--- src/core/jms_defines.svh ---
// Register indices, field positions and reset values of the mode and status bank.
// Assumes a 32-bit bus; every register index is multiplied by four for its byte address.
`ifndef JMS_DEFINES_SVH
`define JMS_DEFINES_SVH
`define JMS_IDX_CTRL 14'h0980
`define JMS_IDX_STAT 14'h0982
`define JMS_IDX_IEN 14'h0986
`define JMS_IDX_THR 14'h09A0
`define JMS_IDX_FSIZE 14'h09A4
`define JMS_IDX_LIM_LO 14'h09B0
`define JMS_IDX_LIM_HI 14'h09B2
`define JMS_IDX_RES_LO 14'h09B4
`define JMS_IDX_RES_HI 14'h09B6
`define JMS_B_EN 0
`define JMS_B_MODE 3:1
`define JMS_B_NOOFS 4
`define JMS_B_SWRST 7
`define JMS_B_ROT 8
`define JMS_B_FILEOUT 14
`define JMS_B_FILL 13:12
`define JMS_B_VIOL 11
`define JMS_B_TRIG 10
`define JMS_B_THR 5:4
`define JMS_STAT_RST 16'h8080
`define JMS_FILL_MIN 16'h0004
`define JMS_RESP_OKAY 2'h0
`define JMS_RESP_SLVERR 2'h2
`endif

--- src/core/jms_pkg.sv ---
// Types shared by the mode and status bank.
// Assumes the constants header is included where field positions are needed.
package jms_pkg;
  typedef enum logic [1:0] {
    JMS_WR_IDLE = 2'h0, JMS_WR_ADDR = 2'h1, JMS_WR_RESP = 2'h3, JMS_WR_DATA = 2'h2
  } jms_wr_state_t;
  typedef enum logic [2:0] {
    JMS_MODE_CODEC = 3'h0, JMS_MODE_YIN_422 = 3'h1, JMS_MODE_RSVD_A = 3'h2,
    JMS_MODE_YOUT_422 = 3'h3, JMS_MODE_HOST_CODEC = 3'h4, JMS_MODE_YIN_420 = 3'h5,
    JMS_MODE_RSVD_B = 3'h6, JMS_MODE_YOUT_420 = 3'h7
  } jms_mode_t;
  typedef enum logic [1:0] {
    JMS_SRC_CAMERA = 2'h0, JMS_SRC_DISPLAY = 2'h1, JMS_SRC_HOST = 2'h2, JMS_SRC_NONE = 2'h3
  } jms_src_t;
  typedef struct packed {
    logic codec_on;
    logic bypass;
    jms_src_t enc_src;
    logic line_buf_first;
    logic dec_to_host;
    logic yuv_in;
    logic yuv_out;
    logic yuv_420;
  } jms_route_t;
  typedef struct packed {
    logic file_out;
    logic [15:0] fifo_bytes;
    logic [31:0] size_result;
  } jms_codec_stat_t;
  typedef struct packed {
    logic flag;
  } jms_flag_state_t;
  typedef struct packed {
    jms_wr_state_t wr;
    logic [13:0] widx;
    logic [31:0] wdata;
    logic [3:0] wstrb;
    logic awready;
    logic wready;
    logic bvalid;
    logic [1:0] bresp;
    logic arready;
    logic rvalid;
    logic [1:0] rresp;
    logic [31:0] rdata;
    logic mod_en;
    jms_mode_t mode;
    logic no_offset;
    logic rotate;
    logic [1:0] ien;
    logic [1:0] thr;
    logic [15:0] fifo_size;
    logic [31:0] size_limit;
    logic sw_reset;
    jms_route_t route;
    logic irq;
  } jms_state_t;
endpackage

--- src/core/jms_sticky_flag.sv ---
// One sticky status flag with write-one-to-clear that holds while its cause lasts.
// Assumes cause is a synchronous level and clear and soft reset are one-cycle pulses.
module jms_sticky_flag (
  input wire logic aclk,
  input wire logic aresetn,
  input wire logic ce,
  input wire logic cause,
  input wire logic clear,
  input wire logic soft_reset,
  output logic flag
);
  jms_pkg::jms_flag_state_t st;
  jms_pkg::jms_flag_state_t next_st;

  // Soft reset drops the flag, a live cause sets it, a clear only lands once the cause is gone.
  always_comb begin
    next_st = st;
    if (soft_reset) begin
      next_st.flag = 1'b0;
    end else if (cause) begin
      next_st.flag = 1'b1;
    end else if (clear) begin
      next_st.flag = 1'b0;
    end
  end

  // State register, frozen while the clock enable is low.
  always_ff @(posedge aclk) begin
    if (!aresetn) begin
      st <= '0;
    end else if (ce) begin
      st <= next_st;
    end
  end

  assign flag = st.flag;
endmodule // jms_sticky_flag

--- src/core/jms_route_dec.sv ---
// Decodes the data-mode field into the routing of pixel and compressed data.
// Assumes reserved codes are never programmed; they route nothing.
module jms_route_dec (
  input jms_pkg::jms_mode_t mode,
  input wire logic enable,
  input jms_pkg::jms_src_t capture_src,
  output jms_pkg::jms_route_t route
);
  // Each code except the two reserved ones picks a path; the codec path is cut while the module is disabled.
  always_comb begin
    route = '0;
    route.enc_src = jms_pkg::JMS_SRC_NONE;
    unique case (mode)
      jms_pkg::JMS_MODE_CODEC: begin
        route.codec_on = enable;
        route.enc_src = capture_src;
      end
      jms_pkg::JMS_MODE_YIN_422, jms_pkg::JMS_MODE_YIN_420: begin
        route.bypass = 1'b1;
        route.yuv_in = 1'b1;
        route.yuv_420 = mode[2];
      end
      jms_pkg::JMS_MODE_YOUT_422, jms_pkg::JMS_MODE_YOUT_420: begin
        route.bypass = 1'b1;
        route.yuv_out = 1'b1;
        route.yuv_420 = mode[2];
      end
      jms_pkg::JMS_MODE_HOST_CODEC: begin
        route.codec_on = enable;
        route.enc_src = jms_pkg::JMS_SRC_HOST;
        route.line_buf_first = 1'b1;
        route.dec_to_host = 1'b1;
      end
      jms_pkg::JMS_MODE_RSVD_A, jms_pkg::JMS_MODE_RSVD_B: begin
        route.bypass = 1'b0;
      end
    endcase
  end
endmodule // jms_route_dec

--- src/core/jms_top.sv ---
// Mode, enable and status bank of the image compression module, AXI4-Lite slave.
// Assumes a single clock; codec status inputs are synchronous to aclk.
`include "jms_defines.svh"
module jms_top #(
  parameter int ADDR_W = 16
) (
  input wire logic aclk,
  input wire logic aresetn,
  input wire logic ce,
  input wire logic [ADDR_W-1:0] s_axi_awaddr,
  input wire logic s_axi_awvalid,
  output logic s_axi_awready,
  input wire logic [31:0] s_axi_wdata,
  input wire logic [3:0] s_axi_wstrb,
  input wire logic s_axi_wvalid,
  output logic s_axi_wready,
  output logic [1:0] s_axi_bresp,
  output logic s_axi_bvalid,
  input wire logic s_axi_bready,
  input wire logic [ADDR_W-1:0] s_axi_araddr,
  input wire logic s_axi_arvalid,
  output logic s_axi_arready,
  output logic [31:0] s_axi_rdata,
  output logic [1:0] s_axi_rresp,
  output logic s_axi_rvalid,
  input wire logic s_axi_rready,
  input jms_pkg::jms_codec_stat_t codec_stat,
  input jms_pkg::jms_src_t capture_src,
  output jms_pkg::jms_route_t route,
  output logic module_clk_en,
  output logic module_sw_reset,
  output logic yuv_no_offset,
  output logic rotate_180,
  output logic irq
);
  jms_pkg::jms_state_t st;
  jms_pkg::jms_state_t next_st;
  jms_pkg::jms_route_t dec_route;
  logic viol_flag;
  logic trig_flag;
  logic viol_cause;
  logic trig_cause;
  logic [1:0] fill_code;
  logic aw_take;
  logic w_take;
  logic do_wr;
  logic [13:0] wr_idx;
  logic [31:0] wr_data;
  logic [3:0] wr_strb;
  logic [13:0] rd_idx;
  logic [15:0] rd_val;
  logic rd_hit;
  logic clr_viol;
  logic clr_trig;
  logic [15:0] stat_word;

  ////////////////////////////////////////////////////////////////////////////
  // Fill level code from the FIFO byte count against the configured size.
  always_comb begin
    if (codec_stat.fifo_bytes > (st.fifo_size >> 1)) begin
      fill_code = 2'h3;
    end else if (codec_stat.fifo_bytes > (st.fifo_size >> 2)) begin
      fill_code = 2'h2;
    end else if (codec_stat.fifo_bytes > `JMS_FILL_MIN) begin
      fill_code = 2'h1;
    end else begin
      fill_code = 2'h0;
    end
  end

  // Causes of the two sticky flags.
  assign viol_cause = codec_stat.size_result > st.size_limit;
  assign trig_cause = (fill_code != 2'h0) && (fill_code >= st.thr);

  // Status word; the two flags show only through their enables.
  always_comb begin
    stat_word = `JMS_STAT_RST;
    stat_word[`JMS_B_FILEOUT] = codec_stat.file_out;
    stat_word[`JMS_B_FILL] = fill_code;
    stat_word[`JMS_B_VIOL] = viol_flag & st.ien[1];
    stat_word[`JMS_B_TRIG] = trig_flag & st.ien[0];
  end

  ////////////////////////////////////////////////////////////////////////////
  // Write channel: address and data may arrive in either order.
  assign aw_take = s_axi_awvalid && st.awready;
  assign w_take = s_axi_wvalid && st.wready;

  // Write target: fresh bus values when taken now, else the held copies.
  always_comb begin
    wr_idx = aw_take ? s_axi_awaddr[15:2] : st.widx;
    wr_data = w_take ? s_axi_wdata : st.wdata;
    wr_strb = w_take ? s_axi_wstrb : st.wstrb;
    unique case (st.wr)
      jms_pkg::JMS_WR_IDLE: do_wr = aw_take && w_take;
      jms_pkg::JMS_WR_ADDR: do_wr = w_take;
      jms_pkg::JMS_WR_DATA: do_wr = aw_take;
      jms_pkg::JMS_WR_RESP: do_wr = 1'b0;
    endcase
  end

  // Write-one-to-clear pulses for the status flags.
  assign clr_viol = do_wr && wr_idx == `JMS_IDX_STAT && wr_strb[1] && wr_data[`JMS_B_VIOL];
  assign clr_trig = do_wr && wr_idx == `JMS_IDX_STAT && wr_strb[1] && wr_data[`JMS_B_TRIG];

  ////////////////////////////////////////////////////////////////////////////
  // Read decode over the mapped registers; anything else answers an error.
  assign rd_idx = s_axi_araddr[15:2];
  always_comb begin
    rd_val = 16'h0000;
    rd_hit = 1'b1;
    unique case (rd_idx)
      `JMS_IDX_CTRL: begin
        rd_val[`JMS_B_EN] = st.mod_en;
        rd_val[`JMS_B_MODE] = st.mode;
        rd_val[`JMS_B_NOOFS] = st.no_offset;
        rd_val[`JMS_B_ROT] = st.rotate;
      end
      `JMS_IDX_STAT: rd_val = stat_word;
      `JMS_IDX_IEN: begin
        rd_val[`JMS_B_VIOL] = st.ien[1];
        rd_val[`JMS_B_TRIG] = st.ien[0];
      end
      `JMS_IDX_THR: rd_val[`JMS_B_THR] = st.thr;
      `JMS_IDX_FSIZE: rd_val = st.fifo_size;
      `JMS_IDX_LIM_LO: rd_val = st.size_limit[15:0];
      `JMS_IDX_LIM_HI: rd_val = st.size_limit[31:16];
      `JMS_IDX_RES_LO: rd_val = codec_stat.size_result[15:0];
      `JMS_IDX_RES_HI: rd_val = codec_stat.size_result[31:16];
      default: rd_hit = 1'b0;
    endcase
  end

  ////////////////////////////////////////////////////////////////////////////
  // Next-state logic of the bank; the two sticky flags keep their own.
  always_comb begin
    next_st = st;
    next_st.sw_reset = 1'b0;
    // Write handshake sequencing.
    unique case (st.wr)
      jms_pkg::JMS_WR_IDLE: begin
        if (aw_take && w_take) begin
          next_st.wr = jms_pkg::JMS_WR_RESP;
        end else if (aw_take) begin
          next_st.wr = jms_pkg::JMS_WR_ADDR;
        end else if (w_take) begin
          next_st.wr = jms_pkg::JMS_WR_DATA;
        end
      end
      jms_pkg::JMS_WR_ADDR: begin
        if (w_take) begin
          next_st.wr = jms_pkg::JMS_WR_RESP;
        end
      end
      jms_pkg::JMS_WR_DATA: begin
        if (aw_take) begin
          next_st.wr = jms_pkg::JMS_WR_RESP;
        end
      end
      jms_pkg::JMS_WR_RESP: begin
        if (s_axi_bready) begin
          next_st.wr = jms_pkg::JMS_WR_IDLE;
        end
      end
    endcase
    next_st.widx = wr_idx;
    next_st.wdata = wr_data;
    next_st.wstrb = wr_strb;
    next_st.awready = next_st.wr == jms_pkg::JMS_WR_IDLE || next_st.wr == jms_pkg::JMS_WR_DATA;
    next_st.wready = next_st.wr == jms_pkg::JMS_WR_IDLE || next_st.wr == jms_pkg::JMS_WR_ADDR;
    next_st.bvalid = next_st.wr == jms_pkg::JMS_WR_RESP;
    // Register updates on a completed write, byte lanes honoured.
    if (do_wr) begin
      next_st.bresp = `JMS_RESP_OKAY;
      unique case (wr_idx)
        `JMS_IDX_CTRL: begin
          if (wr_strb[0]) begin
            next_st.mod_en = wr_data[`JMS_B_EN];
            next_st.mode = jms_pkg::jms_mode_t'(wr_data[`JMS_B_MODE]);
            next_st.no_offset = wr_data[`JMS_B_NOOFS];
            next_st.sw_reset = wr_data[`JMS_B_SWRST];
          end
          if (wr_strb[1]) begin
            next_st.rotate = wr_data[`JMS_B_ROT];
          end
        end
        `JMS_IDX_STAT: next_st.bresp = `JMS_RESP_OKAY;
        `JMS_IDX_IEN: begin
          if (wr_strb[1]) begin
            next_st.ien = wr_data[`JMS_B_VIOL:`JMS_B_TRIG];
          end
        end
        `JMS_IDX_THR: begin
          if (wr_strb[0]) begin
            next_st.thr = wr_data[`JMS_B_THR];
          end
        end
        `JMS_IDX_FSIZE: begin
          if (wr_strb[0]) begin
            next_st.fifo_size[7:0] = wr_data[7:0];
          end
          if (wr_strb[1]) begin
            next_st.fifo_size[15:8] = wr_data[15:8];
          end
        end
        `JMS_IDX_LIM_LO: begin
          if (wr_strb[0]) begin
            next_st.size_limit[7:0] = wr_data[7:0];
          end
          if (wr_strb[1]) begin
            next_st.size_limit[15:8] = wr_data[15:8];
          end
        end
        `JMS_IDX_LIM_HI: begin
          if (wr_strb[0]) begin
            next_st.size_limit[23:16] = wr_data[7:0];
          end
          if (wr_strb[1]) begin
            next_st.size_limit[31:24] = wr_data[15:8];
          end
        end
        `JMS_IDX_RES_LO, `JMS_IDX_RES_HI: next_st.bresp = `JMS_RESP_OKAY;
        default: next_st.bresp = `JMS_RESP_SLVERR;
      endcase
    end
    // Read channel: one read in flight, answered the cycle after it is taken.
    if (s_axi_arvalid && st.arready) begin
      next_st.rvalid = 1'b1;
      next_st.rdata = {16'h0000, rd_val};
      next_st.rresp = rd_hit ? `JMS_RESP_OKAY : `JMS_RESP_SLVERR;
    end else if (st.rvalid && s_axi_rready) begin
      next_st.rvalid = 1'b0;
    end
    next_st.arready = !next_st.rvalid;
    // Routing and interrupt outputs.
    next_st.route = dec_route;
    next_st.irq = |stat_word[`JMS_B_VIOL:`JMS_B_TRIG];
  end

  // State register, synchronous reset, frozen while the clock enable is low.
  always_ff @(posedge aclk) begin
    if (!aresetn) begin
      st <= '0;
    end else if (ce) begin
      st <= next_st;
    end
  end

  ////////////////////////////////////////////////////////////////////////////
  // Mode decoder and the two sticky flags.
  jms_route_dec u_route_dec (
    .mode(st.mode),
    .enable(st.mod_en),
    .capture_src(capture_src),
    .route(dec_route)
  );

  jms_sticky_flag u_viol_flag (
    .aclk(aclk),
    .aresetn(aresetn),
    .ce(ce),
    .cause(viol_cause),
    .clear(clr_viol),
    .soft_reset(st.sw_reset),
    .flag(viol_flag)
  );

  jms_sticky_flag u_trig_flag (
    .aclk(aclk),
    .aresetn(aresetn),
    .ce(ce),
    .cause(trig_cause),
    .clear(clr_trig),
    .soft_reset(st.sw_reset),
    .flag(trig_flag)
  );

  // Outputs straight from the state register.
  assign s_axi_awready = st.awready;
  assign s_axi_wready = st.wready;
  assign s_axi_bvalid = st.bvalid;
  assign s_axi_bresp = st.bresp;
  assign s_axi_arready = st.arready;
  assign s_axi_rvalid = st.rvalid;
  assign s_axi_rdata = st.rdata;
  assign s_axi_rresp = st.rresp;
  assign route = st.route;
  assign module_clk_en = st.mod_en;
  assign module_sw_reset = st.sw_reset;
  assign yuv_no_offset = st.no_offset;
  assign rotate_180 = st.rotate;
  assign irq = st.irq;
endmodule // jms_top

--- config.mk ---
export PLATFORM = sky130hd
export DESIGN_NAME = jms_top
export DESIGN_NICKNAME = d
export VERILOG_FILES = /design/src/core/jms_pkg.sv /design/src/core/jms_sticky_flag.sv /design/src/core/jms_route_dec.sv /design/src/core/jms_top.sv
export VERILOG_INCLUDE_DIRS = /design/src /design/src/core
export SDC_FILE = /design/constraint.sdc
export NUM_CORES = 1
export LEC_CHECK = 0
export ABC_AREA = 1
export BUFFER_PORTS_ARGS = -buffer_cell sky130_fd_sc_hd__buf_2
export CAP_MARGIN = 10
export CORE_MARGIN = 1.5
export CORE_UTILIZATION = 45
export DETAILED_ROUTE_END_ITERATION = 8
export MAX_ROUTING_LAYER = met4
export PLACE_DENSITY = 0.7
export SYNTH_ARGS = -nofsm -noshare
export SYNTH_HDL_FRONTEND = slang
export SYNTH_SLANG_ARGS = --single-unit
--- constraint.sdc ---
create_clock -name aclk -period 6.3 [get_ports aclk]
set_input_delay 0.945 -clock aclk [delete_from_list [all_inputs] [get_ports aclk]]
set_output_delay 0.945 -clock aclk [all_outputs]
set_load 0.1 [all_outputs]
# == After elaboration in Yosys (flattened, before gate mapping) ==
# Cells that the tools add are included.
# classes
order_cmp,5
n_eq_ne,29
mux,43
bitwise_logic,2
reduce_logical,40
# ops
cell,count
"14-bit by 12-bit equality test with 1-bit output, second input constant",18
4-bit one-hot mux with 6 select lines,2
4-bit AND reduction,10
32-bit > comparator,1
2-bit 2-to-1 mux,12
1-bit 2-to-1 mux,18
9-bit OR reduction,2
16-bit by 14-bit > comparator with 1-bit output,1
16-bit by 15-bit > comparator with 1-bit output,1
"16-bit by 3-bit > comparator with 1-bit output, second input constant",1
16-bit 2-to-1 mux,1
14-bit 2-to-1 mux,1
2-bit one-hot mux with 7 select lines,1
1-bit one-hot mux with 6 select lines,2
2-bit one-hot mux with 6 select lines,1
1-bit logical AND,10
"3-bit equality test, second input constant",3
"2-bit equality test, second input constant",4
2-bit one-hot mux with 4 select lines,1
2-bit AND reduction,4
2-bit OR reduction,4
1-bit one-hot mux with 7 select lines,1
3-bit nonzero test,2
1-bit one-hot mux with 5 select lines,1
other kinds (13),17
# word_totals
reg_bits,130
inputBits,127

# == Longest topological paths before layout ==
# Gate-level depths: netlist (run 1).
# depth
ltp_word,9
mapped_depth,24
ltp_nobuf,24

# == Modules after synthesis ==
# From an unflattened synthesis (run 1), not the netlist that was laid out.
# hier_totals
hier_cells,1173
hier_area_um2,8042.7
# modules_own_cells
module,instances,cells_per_inst,area_per_inst_um2,seq_area_each_um2
jms_top,1,1134,7855.0,2522.4
jms_sticky_flag,2,10,55.1,20.0
jms_route_dec,1,19,77.6,0.0

# == Worst setup path after synthesis (run 1) ==
# Ideal clock, no wire load.
# synth_path
path_type,in2reg
start,in codec_stat[37] (netlist name)
end,reg u_trig_flag.st (netlist: u_trig_flag.flag)
arrival_ps,2636
required_time_ps,6168
setup_slack_ps,3532
stages,19
path_buffers,0
cell_sequence,ha_1 > a21oi_1 > nor2_1 > nor2_1 > nand2_1 > nand2_1 > nand2_1 > nand2_1 > nand2_1 > nand2_1 > inv_1 > ha_1 > o21a_1 > o21ai_0 > inv_1 > nand2_1 > nand2_1 > nand2_1 > a21oi_1
# synth_between
elab_chain_len,8
elab_cells_between_ends,13
# synth_lines
item,line_no,rtl
"start, declared",jms_top.sv:27,"input jms_pkg::jms_codec_stat_t codec_stat,"
16-bit by 3-bit > comparator with 1-bit output (no source line),--,
1-bit 2-to-1 mux,jms_top.sv:64,end else if (codec_stat.fifo_bytes > `JMS_FILL_MIN) begin
2-bit 2-to-1 mux,jms_top.sv:62,end else if (codec_stat.fifo_bytes > (st.fifo_size >> 2)) begin
2-bit 2-to-1 mux (*),jms_top.sv:60,if (codec_stat.fifo_bytes > (st.fifo_size >> 1)) begin
2-bit >= comparator / 2-bit nonzero test (equally long branches),jms_top.sv:73,assign trig_cause = (fill_code != 2'h0) && (fill_code >= st.thr);
1-bit logical AND (*),jms_top.sv:73,
3-bit nonzero test (no source line) / 1-bit 2-to-1 mux (equally long branches),--,
2-bit AND reduction (no source line) / 1-bit 2-to-1 mux (equally long branches),--,
"end signal, assigned",jms_sticky_flag.sv:32,st <= next_st;
"end, declared",jms_sticky_flag.sv:12,jms_pkg::jms_flag_state_t st;
# Mark *: on every way between the ends. The rest lies on a longest branch, timed or not.
# A chain may end at the register's enable or synchronous reset.

# == Worst setup path after layout (run 1) ==
# layout_path
start,in s_axi_araddr[15]
end,"reg st, in the netlist s_axi_rdata[12]"
# layout_between
elab_chain_len,2
elab_cells_between_ends,7
# layout_lines
item,line_no,rtl
"start, declared",jms_top.sv:20,"input wire logic [ADDR_W-1:0] s_axi_araddr,"
14-bit by 12-bit equality test with 1-bit output,jms_top.sv:112,unique case (rd_idx)
4-bit one-hot mux with 6 select lines (*),jms_top.sv:112,
"end signal, assigned",jms_top.sv:245,st <= next_st;
"end, declared",jms_top.sv:36,jms_pkg::jms_state_t st;
# Marks and branches as above.

==> results of run 1 <==
## cell usage after synthesis (2+ instances only)
library cell | number | area (µm²)
o211ai_1 | 15 | 113
a21oi_2 | 4 | 35.0
nand3_1 | 33 | 165
buf_2 | 6 | 30.0
nor2_2 | 4 | 25.0
inv_1 | 193 | 724
o21ai_2 | 7 | 61.3
o21bai_1 | 3 | 22.5
buf_6 | 5 | 56.3
nand4_1 | 12 | 75.1
o21a_1 | 3 | 22.5
nor2_1 | 77 | 289
buf_4 | 45 | 338
nand2_1 | 167 | 627
o221ai_1 | 4 | 35.0
a221oi_1 | 4 | 35.0
nand3_2 | 8 | 80.1
clkbuf_1 | 23 | 86.3
o21ai_0 | 108 | 541
a21oi_1 | 159 | 796
o22ai_1 | 12 | 75.1
o21ai_1 | 16 | 80.1
ha_1 | 63 | 788
a211oi_1 | 2 | 15.0
nand2_2 | 2 | 12.5
nor3_1 | 16 | 80.1
o2111ai_1 | 4 | 35.0
inv_2 | 2 | 7.51
buf_1 | 7 | 26.3
dfxtp_1 | 127 | 2540
## worst max-delay path, stage by stage
cell     delay, ns
buf_2         0.10
nor2_1        0.13
nand3_1       0.09
nor2_1        0.49
nand2_1       0.10
nor2_1        0.89
nor2_1        0.12
nand4_1       0.14
nor2_1        0.06
nor2_1        0.12
nand2_1       0.09
a21oi_1       0.12
## metal layers
| layer | wire, µm | track usage [%] |
|---|---|---|
| met1 | 9980 | 32.0 |
| met2 | 9930 | 39.1 |
| met3 | 1560 | 4.33 |
| met4 | 452 | 7.33 |
| met5 | 0 | - |
## logic make-up (layout without fill, tap and decap cells)
| family | count (synthesis) | after routing | share of synthesized area (%) |
|---|---|---|---|
| AOI/OAI and AO/OA | 345 | 345 | 23.8 |
| and+or+nand+nor | 325 | 325 | 17.9 |
| buffers and inverters | 283 | 373 | 16.2 |
| DFF | 127 | 127 | 32.0 |
| adders and majority gates | 63 | 63 | 9.91 |
| other | 1 | 18 | 0.0471 |
| muxes | 1 | 1 | 0.142 |
## final timing paths
| kind | start | to | slack, ns | cells after the start |
|---|---|---|---|---|
| setup / recovery | s_axi_araddr[15] | s_axi_rdata[12] | 3.26 | 12 |
| hold / removal | route[2] | route[2] | 0.46 | 2 |
| setup reg to reg | st[50] | u_trig_flag.flag | 3.68 | 20 |
| hold reg to reg | route[2] | route[2] | 0.46 | 2 |
## through the flow
| stage | worst slack (ns) | instances | total power, µW | utilization [%] |
|---|---|---|---|---|
| after floorplan | 3.53 | 1162 | 1120 | - |
| after global placement | 2.92 | 1445 | 1190 | 49.0 |
| after detailed placement | 2.83 | 1445 | 1200 | 49.0 |
| after CTS | 3.28 | 1477 | 2170 | 52.4 |
| after global routing | 2.99 | 1477 | 2250 | 52.4 |
| final | 3.26 | 1477 | 2160 | 52.4 |
## layout make-up
cell class / count / share of cell area, %
clock inverter: 9 / 1.19
clock buffer: 23 / 5.27
inverter: 196 / 8.14
sequential: 127 / 28.0
tap: 225 / 3.10
timing repair buffer: 145 / 8.11
multi-input combinational: 752 / 46.2
## power by group through the flow
stage	logic [µW]	clock network (µW)	registers, µW
global placement	342	0	853
CTS	348	986	836
detailed placement	346	0	854
floorplan	252	0	868
finish	350	972	837
global route	386	1020	839
==> summary.md, run 1 <==
| Metric | Value |
|---|---|
| Period utilization | `48.3%` |
| Mapped Area | `7950 µm²` |
| Flops & latches, synth | `127` |
| Final Hold Vio Count | `0` |
| RD Place Congestion | `0.914` |
| Antenna Cells | `0` |
| Startpoint Class | `input pin` |
| Post-DR vias/cell | `5.20` |
| CTS Root Cell | `clkbuf_16` |
| Commonest non-fill, non-tap cell in the layout | `inv_1` |
| Die area | `18500 µm²` |
| Worst Path Arrival | `3.37 ns` |
| Post-CTS Resized | `0` |
| Synth-to-Final Area Change | `14.0%` |
| Die width | `136 µm` |
| Largest net degree at the start of global routing | `83` |
| Power Dens Cells | `238 nW/µm²` |
| RSZ-0062 raised after global routing | `no` |
| Worst slew pin tran | `1.15 ns` |
| Worst setup EP type | `register` |
| Routed WL | `21900 µm` |
| Max-cap violations | `0` |
| DRT antenna net count | `0` |
| CTS Buf Count | `17` |
| Setup TNS | `0 ns` |
| Final Cell Area | `9070 µm²` |
| Psw | `627 µW` |
| Fmax | `329 MHz` |
| Vias | `7680` |
| Chip height | `136 µm` |
| Drt pass-1 iters | `7` |
| I/O Buffers | `141` |
| Final min period | `3.04 ns` |
| Cell Rows | `48` |
| Initial Utilization | `46.0%` |
| Total Nets Final | `1429` |
| Most used DFF post-synth | `dfxtp_1` |
| Clk sinks | `127` |
| Sequential area share after synthesis | `32.0%` |
| Number of synthesized flops with an enable pin | `0` |
| Share of post-route cells with drive strength above 1 | `16.5%` |
| Max reg flops | `89` |
| Global-route wire length before repair | `34100 µm` |
| CTS tree | `yes` |
| Placed Area | `8480 µm²` |
| Reg area | `2540 µm²` |
| Most frequent cells in the layout | `193 x inv_1, 167 x nand2_1, 159 x a21oi_1` |
| Distinct cells, synth | `44` |
| WHS | `0.460 ns` |
| Critical setup path kind | `in2reg` |
| Switching portion of total power | `29.1%` |
| Final setup viols | `0` |
| DRC | `0` |
| Crit-path max FO | `13` |
| I/O pins | `182` |
| Seq pwr share | `38.8%` |
| Min-Delay Path Class | `reg2reg` |
| Max rail drop VDD | `183 µV` |
| Number of global-route vias before repair | `6834` |
| Longest Clk Path Bufs | `2` |
| Core ar. | `17300 µm²` |
| Slew margin rel. | `22.7%` |
| Detailed Place HPWL | `16500 µm` |
| CP Data Required Time | `6.63 ns` |
| CTS H-tree lvls | `4` |
| Insertion delay to the later sink of the worst-skew pair | `0.42 ns` |
| Async SR Flop Fraction | `0%` |
| Cells after Synth | `1145` |
| WL/cell | `14.8 µm` |
| GRT Overall Usage | `24.6%` |
| Clock Pin Slew Worst Setup and Hold Paths | `0.06 ns` |
| Clk_skew | `0.0101 ns` |
| Initial antenna violation count | `0` |
| Int Power | `1530 µW` |
| Synth Warn # | `0` |
| Pleak | `0.00425 µW` |
| Status | `completed` |
| Syn avg cell area | `6.95 µm²` |
| DR iter-0 viols | `490` |
| Comb pwr share | `16.2%` |
| Count of hold-fix buffers inserted at cts | `0` |
| Postcts setup bufs | `0` |
| Final slew viol count | `0` |
| Clock power share | `45.0%` |
| Global route overflow | `0` |
| Register with the most flip-flops | `st` |
| Multi-input logic area | `4190 µm²` |
| # fillers | `1715` |
Note: power is estimated with default switching activity, not from simulation.
==> run 2: changes to the inputs <==
--- a/config.mk
+++ b/config.mk
@@ -13,7 +13,7 @@
 export CORE_UTILIZATION = 45
 export DETAILED_ROUTE_END_ITERATION = 8
 export MAX_ROUTING_LAYER = met4
-export PLACE_DENSITY = 0.7
+export PLACE_DENSITY = 0.73
 export SYNTH_ARGS = -nofsm -noshare
 export SYNTH_HDL_FRONTEND = slang
 export SYNTH_SLANG_ARGS = --single-unit
==> constraint.sdc (replaced) <==
create_clock -name aclk -period 2.78 [get_ports aclk]
set_input_delay 0.417 -clock aclk [delete_from_list [all_inputs] [get_ports aclk]]
set_output_delay 0.417 -clock aclk [all_outputs]
set_load 0.1 [all_outputs]
==> run 2 against run 1 <==
Power is 130% higher. Register-to-register slack got worse by 3.5 ns. Clock skew down 0.0023 ns. Clock power is 120% higher. Global-route usage up 0.33 points. Sequential share of layout area down 0.19 points. Critical endpoint is now u_trig_flag.flag. Largest cell class unchanged.
==> summary.md, run 2 (same netlist as run 1, synthesis figures left out) <==
| Metric | Value |
|---|---|
| Status | `completed (unchanged)` |
| Worst setup margin | `0.212 ns (was 3.26 ns)` |
| Drt pass-1 iters | `5 (was 7)` |
| GRT Overall Usage | `24.9% (was 24.6%)` |
| Most frequent cells in the layout | `191 x inv_1, 167 x nand2_1, 159 x a21oi_1 (was 193 x inv_1, 167 x nand2_1, 159 x a21oi_1)` |
| Pleak | `0.00428 µW (was 0.00425 µW)` |
| Core ar. | `17300 µm² (unchanged)` |
| CTS tree | `yes (unchanged)` |
| Number of global-route vias before repair | `6575 (was 6834)` |
| Clk sinks | `127 (unchanged)` |
| Placed Area | `8560 µm² (was 8480 µm²)` |
| Final slew viol count | `0 (unchanged)` |
| Die area | `18500 µm² (unchanged)` |
| Max rail drop VDD | `402 µV (was 183 µV)` |
| Max-cap violations | `0 (unchanged)` |
| I/O Buffers | `141 (unchanged)` |
| Synth-to-Final Area Change | `14.8% (was 14.0%)` |
| Final setup viols | `0 (unchanged)` |
| Commonest non-fill, non-tap cell in the layout | `inv_1 (unchanged)` |
| WL/cell | `15.0 µm (was 14.8 µm)` |
| CTS H-tree lvls | `4 (unchanged)` |
| Clock Pin Slew Worst Setup and Hold Paths | `0.06 ns (about the same)` |
| Global-route wire length before repair | `34200 µm (was 34100 µm)` |
| CTS Root Cell | `clkbuf_16 (unchanged)` |
| Worst setup EP type | `register (unchanged)` |
| Antenna Cells | `0 (unchanged)` |
| DRC | `0 (unchanged)` |
| Final min period | `2.57 ns` |
| Worst slew pin tran | `0.832 ns (was 1.15 ns)` |
| Worst Path Arrival | `2.82 ns (was 3.37 ns)` |
| Insertion delay to the later sink of the worst-skew pair | `0.42 ns (about the same)` |
| Detailed Place HPWL | `17100 µm (was 16500 µm)` |
| Crit-path max FO | `4 (was 13)` |
| Period utilization | `92.4%` |
| Die width | `136 µm (unchanged)` |
| Chip height | `136 µm (unchanged)` |
| Slew margin rel. | `44.5% (was 22.7%)` |
| Power Dens Cells | `532 nW/µm² (was 238 nW/µm²)` |
| Global route overflow | `0 (unchanged)` |
| Final Cell Area | `9130 µm² (was 9070 µm²)` |
| # fillers | `1727 (was 1715)` |
| Min-Delay Path Class | `in2reg (was reg2reg)` |
| Clk_skew | `0.00785 ns (was 0.0101 ns)` |
| RD Place Congestion | `0.931 (was 0.914)` |
| Startpoint Class | `register (was input pin)` |
| Vias | `7692 (was 7680)` |
| Critical setup path kind | `reg2reg (was in2reg)` |
| Setup TNS | `0 ns (unchanged)` |
| DP Worst Slack | `0.0940 ns (was 2.83 ns)` |
| CTS Buf Count | `17 (unchanged)` |
| RSZ-0062 raised after global routing | `no (unchanged)` |
| Share of post-route cells with drive strength above 1 | `17.4% (was 16.5%)` |
| Longest Clk Path Bufs | `2 (unchanged)` |
| Final Hold Vio Count | `0 (unchanged)` |
| Total Nets Final | `1439 (was 1429)` |
| Routed WL | `22300 µm (was 21900 µm)` |
| Post-DR vias/cell | `5.17 (was 5.20)` |
| Register with the most flip-flops | `st (unchanged)` |
| Largest net degree at the start of global routing | `70 (was 83)` |
| Cell Rows | `48 (unchanged)` |
| Postcts setup bufs | `0 (unchanged)` |
| CP Data Required Time | `3.04 ns (was 6.63 ns)` |
| Max reg flops | `89 (unchanged)` |
| Initial antenna violation count | `0 (unchanged)` |
| Fmax | `389 MHz` |
| I/O pins | `182 (unchanged)` |
| DR iter-0 viols | `632 (was 490)` |
| Initial Utilization | `46.0% (unchanged)` |
| DRT antenna net count | `0 (unchanged)` |
run 2: cell types whose count changed in the layout (fill, tap and decap cells not counted):
cell        delta
buf_4         +10
clkbuf_8       -3
clkinvlp_4     +3
clkbuf_1       -2
inv_1          -2
inv_2          +2
clkinv_2       +1
clkinv_4       +1
run 2: stage by stage:
step,utilization (%),total power [µW],hold WS [ns],instances
floorplan,-,2540,0.430,1162
global placement,49.5,2710,0.447,1455
detailed placement,49.5,2730,0.450,1455
CTS,52.8,4880,0.261,1487
global route,52.8,5060,0.266,1487
finish,52.8,4860,0.276,1487
run 2: layer usage:
metal | global-route usage, % | wire, µm | vias up
met1 | 33.0 | 10200 | 3459
met4 | 4.96 | 265 | 0
met2 | 40.2 | 10300 | 274
met5 | - | 0 | -
met3 | 4.18 | 1570 | 14
li1 | - | - | 3945
run 2: power by group:
part / switching (µW) / internal, µW / total (µW)
Clock: 850 / 1320 / 2170
Sequential: 22.9 / 1870 / 1900
Combinational: 587 / 211 / 799
Total: 1460 / 3400 / 4860
run 2: cell type report:
type	instances	area, µm²	share of cell area [%]
Inverter	196	738	8.08
Tap cell	225	282	3.08
Clock buffer	18	429	4.70
Timing Repair Buffer	155	811	8.88
Clock inverter	14	144	1.58
Multi-Input combinational cell	752	4190	45.8
Sequential cell	127	2540	27.8
run 2: path summary, 6_finish.rpt:
path                        from               end  slack [ns]  cells after the start
setup reg to reg          st[56]  u_trig_flag.flag        0.21                     18
hold / removal    capture_src[1]          route[6]        0.28                      3
setup / recovery          st[56]  u_trig_flag.flag        0.21                     18
hold reg to reg   s_axi_rresp[1]    s_axi_rresp[1]        0.46                      2
run 2: critical path: stages (launching register included):
cell and delay [ns]:
dfxtp_1 0.30, inv_1 0.08, ha_1 0.33, a21oi_1 0.15, nand2_1 0.06, a21oi_1 0.16
nand2_1 0.07, nand2_1 0.09, nand2_1 0.06, nand2_1 0.17, inv_1 0.06, ha_1 0.27
o21a_1 0.18, o21ai_0 0.14, inv_1 0.05, nand2_1 0.07, nand2_1 0.05, nand2_1 0.05
a21oi_1 0.05
run 2: repair_timing:
| action | in CTS | in global routing |
|---|---|---|
| hold buffers | 0 | 0 |
| hold endpoints to repair | 0 | 0 |
| setup endpoints to repair | 0 | 1 |
| resized for setup | 0 | 2 |
==> run 3: changes to the inputs <==
==> constraint.sdc (replaced) <==
create_clock -name aclk -period 2.78 [get_ports aclk]
set_input_delay 0.139 -clock aclk [delete_from_list [all_inputs] [get_ports aclk]]
set_output_delay 0.139 -clock aclk [all_outputs]
set_load 0.1 [all_outputs]
==> run 3 against run 2 <==
Clock power increased by 6%. Global-route usage is 0.48 points higher. First-iteration DRC count fell by 8.2%. Die area unchanged. Count of clock-buffer cells in the layout grew 5. Cell count grew 0.13%. Power increased by 2.6%. Clock skew down 0.0020 ns. Sequential share of layout area is 0.14 points lower. Critical endpoint unchanged. Wire length increased by 0.16%. Largest cell class unchanged.
==> summary.md, run 3 (same netlist as run 1, synthesis figures left out) <==
| Metric | Value |
|---|---|
| Status | `completed (unchanged)` |
| Min-Delay Path Class | `in2reg (unchanged)` |
| Share of post-route cells with drive strength above 1 | `17.1% (was 17.4%)` |
| Final Hold Vio Count | `0 (unchanged)` |
| Total Nets Final | `1440 (was 1439)` |
| Clk sinks | `127 (unchanged)` |
| Reg area | `2540 µm² (unchanged)` |
| Max reg flops | `89 (unchanged)` |
| Int Power | `3540 µW (was 3400 µW)` |
| Clock Pin Slew Worst Setup and Hold Paths | `0.06 ns (about the same)` |
| Levels on crit path | `18 (unchanged)` |
| CTS Root Cell | `clkbuf_16 (unchanged)` |
| Placed Area | `8550 µm² (was 8560 µm²)` |
| Final min period | `2.51 ns (was 2.57 ns)` |
| Crit-path max FO | `4 (unchanged)` |
| Crit-path cells | `inv_1 -> ha_1 -> a21oi_1 -> nand2_1 -> a21oi_1 -> nand2_1 -> nand2_1 -> nand2_1 -> nand2_2 -> inv_1 -> ha_1 -> o21a_1 -> o21ai_0 -> inv_1 -> nand2_1 -> nand2_1 -> nand2_1 -> a21oi_1 (was inv_1 -> ha_1 -> a21oi_1 -> nand2_1 -> a21oi_1 -> nand2_1 -> nand2_1 -> nand2_1 -> nand2_1 -> inv_1 -> ha_1 -> o21a_1 -> o21ai_0 -> inv_1 -> nand2_1 -> nand2_1 -> nand2_1 -> a21oi_1)` |
| CP max stage cell | `ha_1 (unchanged)` |
| Commonest non-fill, non-tap cell in the layout | `inv_1 (unchanged)` |
| Post-DR vias/cell | `5.17 (about the same)` |
| Die area | `18500 µm² (unchanged)` |
| Worst r2r path cells | `18 (unchanged)` |
| Worst setup EP type | `register (unchanged)` |
| Power Dens Cells | `543 nW/µm² (was 532 nW/µm²)` |
| I/O Buffers | `141 (unchanged)` |
| Max-cap violations | `0 (unchanged)` |
| Final slew viol count | `0 (unchanged)` |
| Slew margin rel. | `43.3% (was 44.5%)` |
| Initial Utilization | `46.0% (unchanged)` |
| Routed WL | `22400 µm (was 22300 µm)` |
| CTS Buf Count | `17 (unchanged)` |
| CP Launch Point | `st[56] (unchanged)` |
| CTS H-tree lvls | `4 (unchanged)` |
| Most frequent CP cell | `nand2_1 (unchanged)` |
| DR iter-0 viols | `580 (was 632)` |
| Crit path to | `u_trig_flag.flag (unchanged)` |
| RD Place Congestion | `0.925 (was 0.931)` |
| Reg-to-Reg Start | `st[56] (unchanged)` |
| Longest Clk Path Bufs | `2 (unchanged)` |
| Core ar. | `17300 µm² (unchanged)` |
| Pleak | `0.00430 µW (was 0.00428 µW)` |
| Hold depth | `3 (unchanged)` |
| Switching portion of total power | `28.9% (was 30.0%)` |
| Startpoint Class | `register (unchanged)` |
| Number of global-route vias before repair | `6886 (was 6575)` |
| WL/cell | `15.0 µm (about the same)` |
| Clk_skew | `0.00581 ns (was 0.00785 ns)` |
| Period utilization | `90.2% (was 92.4%)` |
| Buffers and inverters on the worst path | `3 (unchanged)` |
| GRT Overall Usage | `25.4% (was 24.9%)` |
| Die width | `136 µm (unchanged)` |
| # fillers | `1759 (was 1727)` |
| Worst Path Arrival | `2.77 ns (was 2.82 ns)` |
| CTS tree | `yes (unchanged)` |
| Worst slew pin tran | `0.850 ns (was 0.832 ns)` |
| Vias | `7693 (was 7692)` |
| Initial antenna violation count | `0 (unchanged)` |
| Global-route wire length before repair | `35000 µm (was 34200 µm)` |
| Final Cell Area | `9180 µm² (was 9130 µm²)` |
| Seq pwr share | `38.0% (was 39.0%)` |
| Detailed Place HPWL | `17000 µm (was 17100 µm)` |
| Setup TNS | `0 ns (unchanged)` |
| Multi-input logic area | `4190 µm² (about the same)` |
| Largest net degree at the start of global routing | `59 (was 70)` |
| Synth-to-Final Area Change | `15.4% (was 14.8%)` |
| Chip height | `136 µm (unchanged)` |
| Psw | `1440 µW (was 1460 µW)` |
| Most frequent cells in the layout | `192 x inv_1, 166 x nand2_1, 159 x a21oi_1 (was 191 x inv_1, 167 x nand2_1, 159 x a21oi_1)` |
| CP Data Required Time | `3.05 ns (was 3.04 ns)` |
| Clock power share | `45.8% (was 44.6%)` |
| RSZ-0062 raised after global routing | `no (unchanged)` |
| Max rail drop VDD | `458 µV (was 402 µV)` |
| Final setup viols | `0 (unchanged)` |
| Drt pass-1 iters | `6 (was 5)` |
| Max incr delay on CP | `0.33 ns (about the same)` |
| Insertion delay to the later sink of the worst-skew pair | `0.42 ns (about the same)` |
| Fmax | `399 MHz (was 389 MHz)` |
| DRC | `0 (unchanged)` |
| Register with the most flip-flops | `st (unchanged)` |
| Global route overflow | `0 (unchanged)` |
| Reg2Reg Capture Point | `u_trig_flag.flag (unchanged)` |
| Flop2flop setup slack | `0.27 ns (was 0.21 ns)` |
| Critical setup path kind | `reg2reg (unchanged)` |
| I/O pins | `182 (unchanged)` |
| Postcts setup bufs | `0 (unchanged)` |
| Cell Rows | `48 (unchanged)` |
| DRT antenna net count | `0 (unchanged)` |
| Comb pwr share | `16.1% (was 16.4%)` |
| CP top delay family | `compound AO/OA/AOI/OAI gates (unchanged)` |
run 3: cell types whose count changed in the layout (fill, tap and decap cells not counted), sizes merged:
cell / before / now
diode: 0 / 1
clkinvlp: 5 / 4
bufinv: 2 / 3
dlygate4sd3: 0 / 2
inv: 197 / 196
clkbuf: 18 / 23
clkinv: 6 / 2
buf: 155 / 154
run 3: cell type report:
type	count	share of cell area, %
clock buffers	23	5.10
diodes	1	0.0273
clock inverters	9	1.46
multi-input cells	752	45.6
repair buffers	156	8.97
flip-flops and latches	127	27.7
inverters	196	8.04
well taps	225	3.07
run 3: routing by layer:
metal	part of all wire, %	up-vias	GRT usage, %
li1	-	3938	-
met1	45	3442	32.6
met2	46	279	40.5
met3	6.9	34	4.74
met4	1.9	0	8.22
met5	0	-	-
run 3: what timing repair did:
| action | in CTS | in global routing |
|---|---|---|
| gates resized for setup | 0 | 2 |
| hold buffers | 2 | 0 |
| endpoints found under the setup margin | 0 | 1 |
| hold endpoints to repair | 2 | 0 |
run 3: worst min path at each step:
stage | from | end
floorplan | s_axi_rready | s_axi_arready
global placement | capture_src[1] | route[6]
detailed placement | capture_src[1] | route[6]
CTS | codec_stat[9] | s_axi_rdata[9]
global route | codec_stat[9] | s_axi_rdata[9]
finish | codec_stat[9] | s_axi_rdata[9]
run 3: power by group through the flow:
| stage | clock network (µW) | logic, µW | registers (µW) |
|---|---|---|---|
| CTS | 2310 | 800 | 1900 |
| finish | 2290 | 803 | 1900 |
| detailed placement | 0 | 793 | 1940 |
| global placement | 0 | 780 | 1930 |
| floorplan | 0 | 570 | 1970 |
| global route | 2410 | 887 | 1900 |
run 3: metrics by stage:
step / total power (µW) / instances / setup slack (ns) / hold WS, ns / utilization, %
after global placement: 2710 / 1454 / 0.289 / 0.396 / 49.4
final: 4980 / 1489 / 0.273 / 0.0592 / 53.1
after CTS: 5010 / 1488 / 0.202 / 0.0336 / 53.0
after global routing: 5190 / 1488 / 0.00252 / 0.0770 / 53.0
after floorplan: 2540 / 1162 / 0.236 / 0.305 / -
after detailed placement: 2730 / 1454 / 0.232 / 0.404 / 49.4
run 3: worst min-delay path: cells and delay by family:
family	cells	cell delay, ns
buf+inv	1	0.11
compound gates	2	0.20
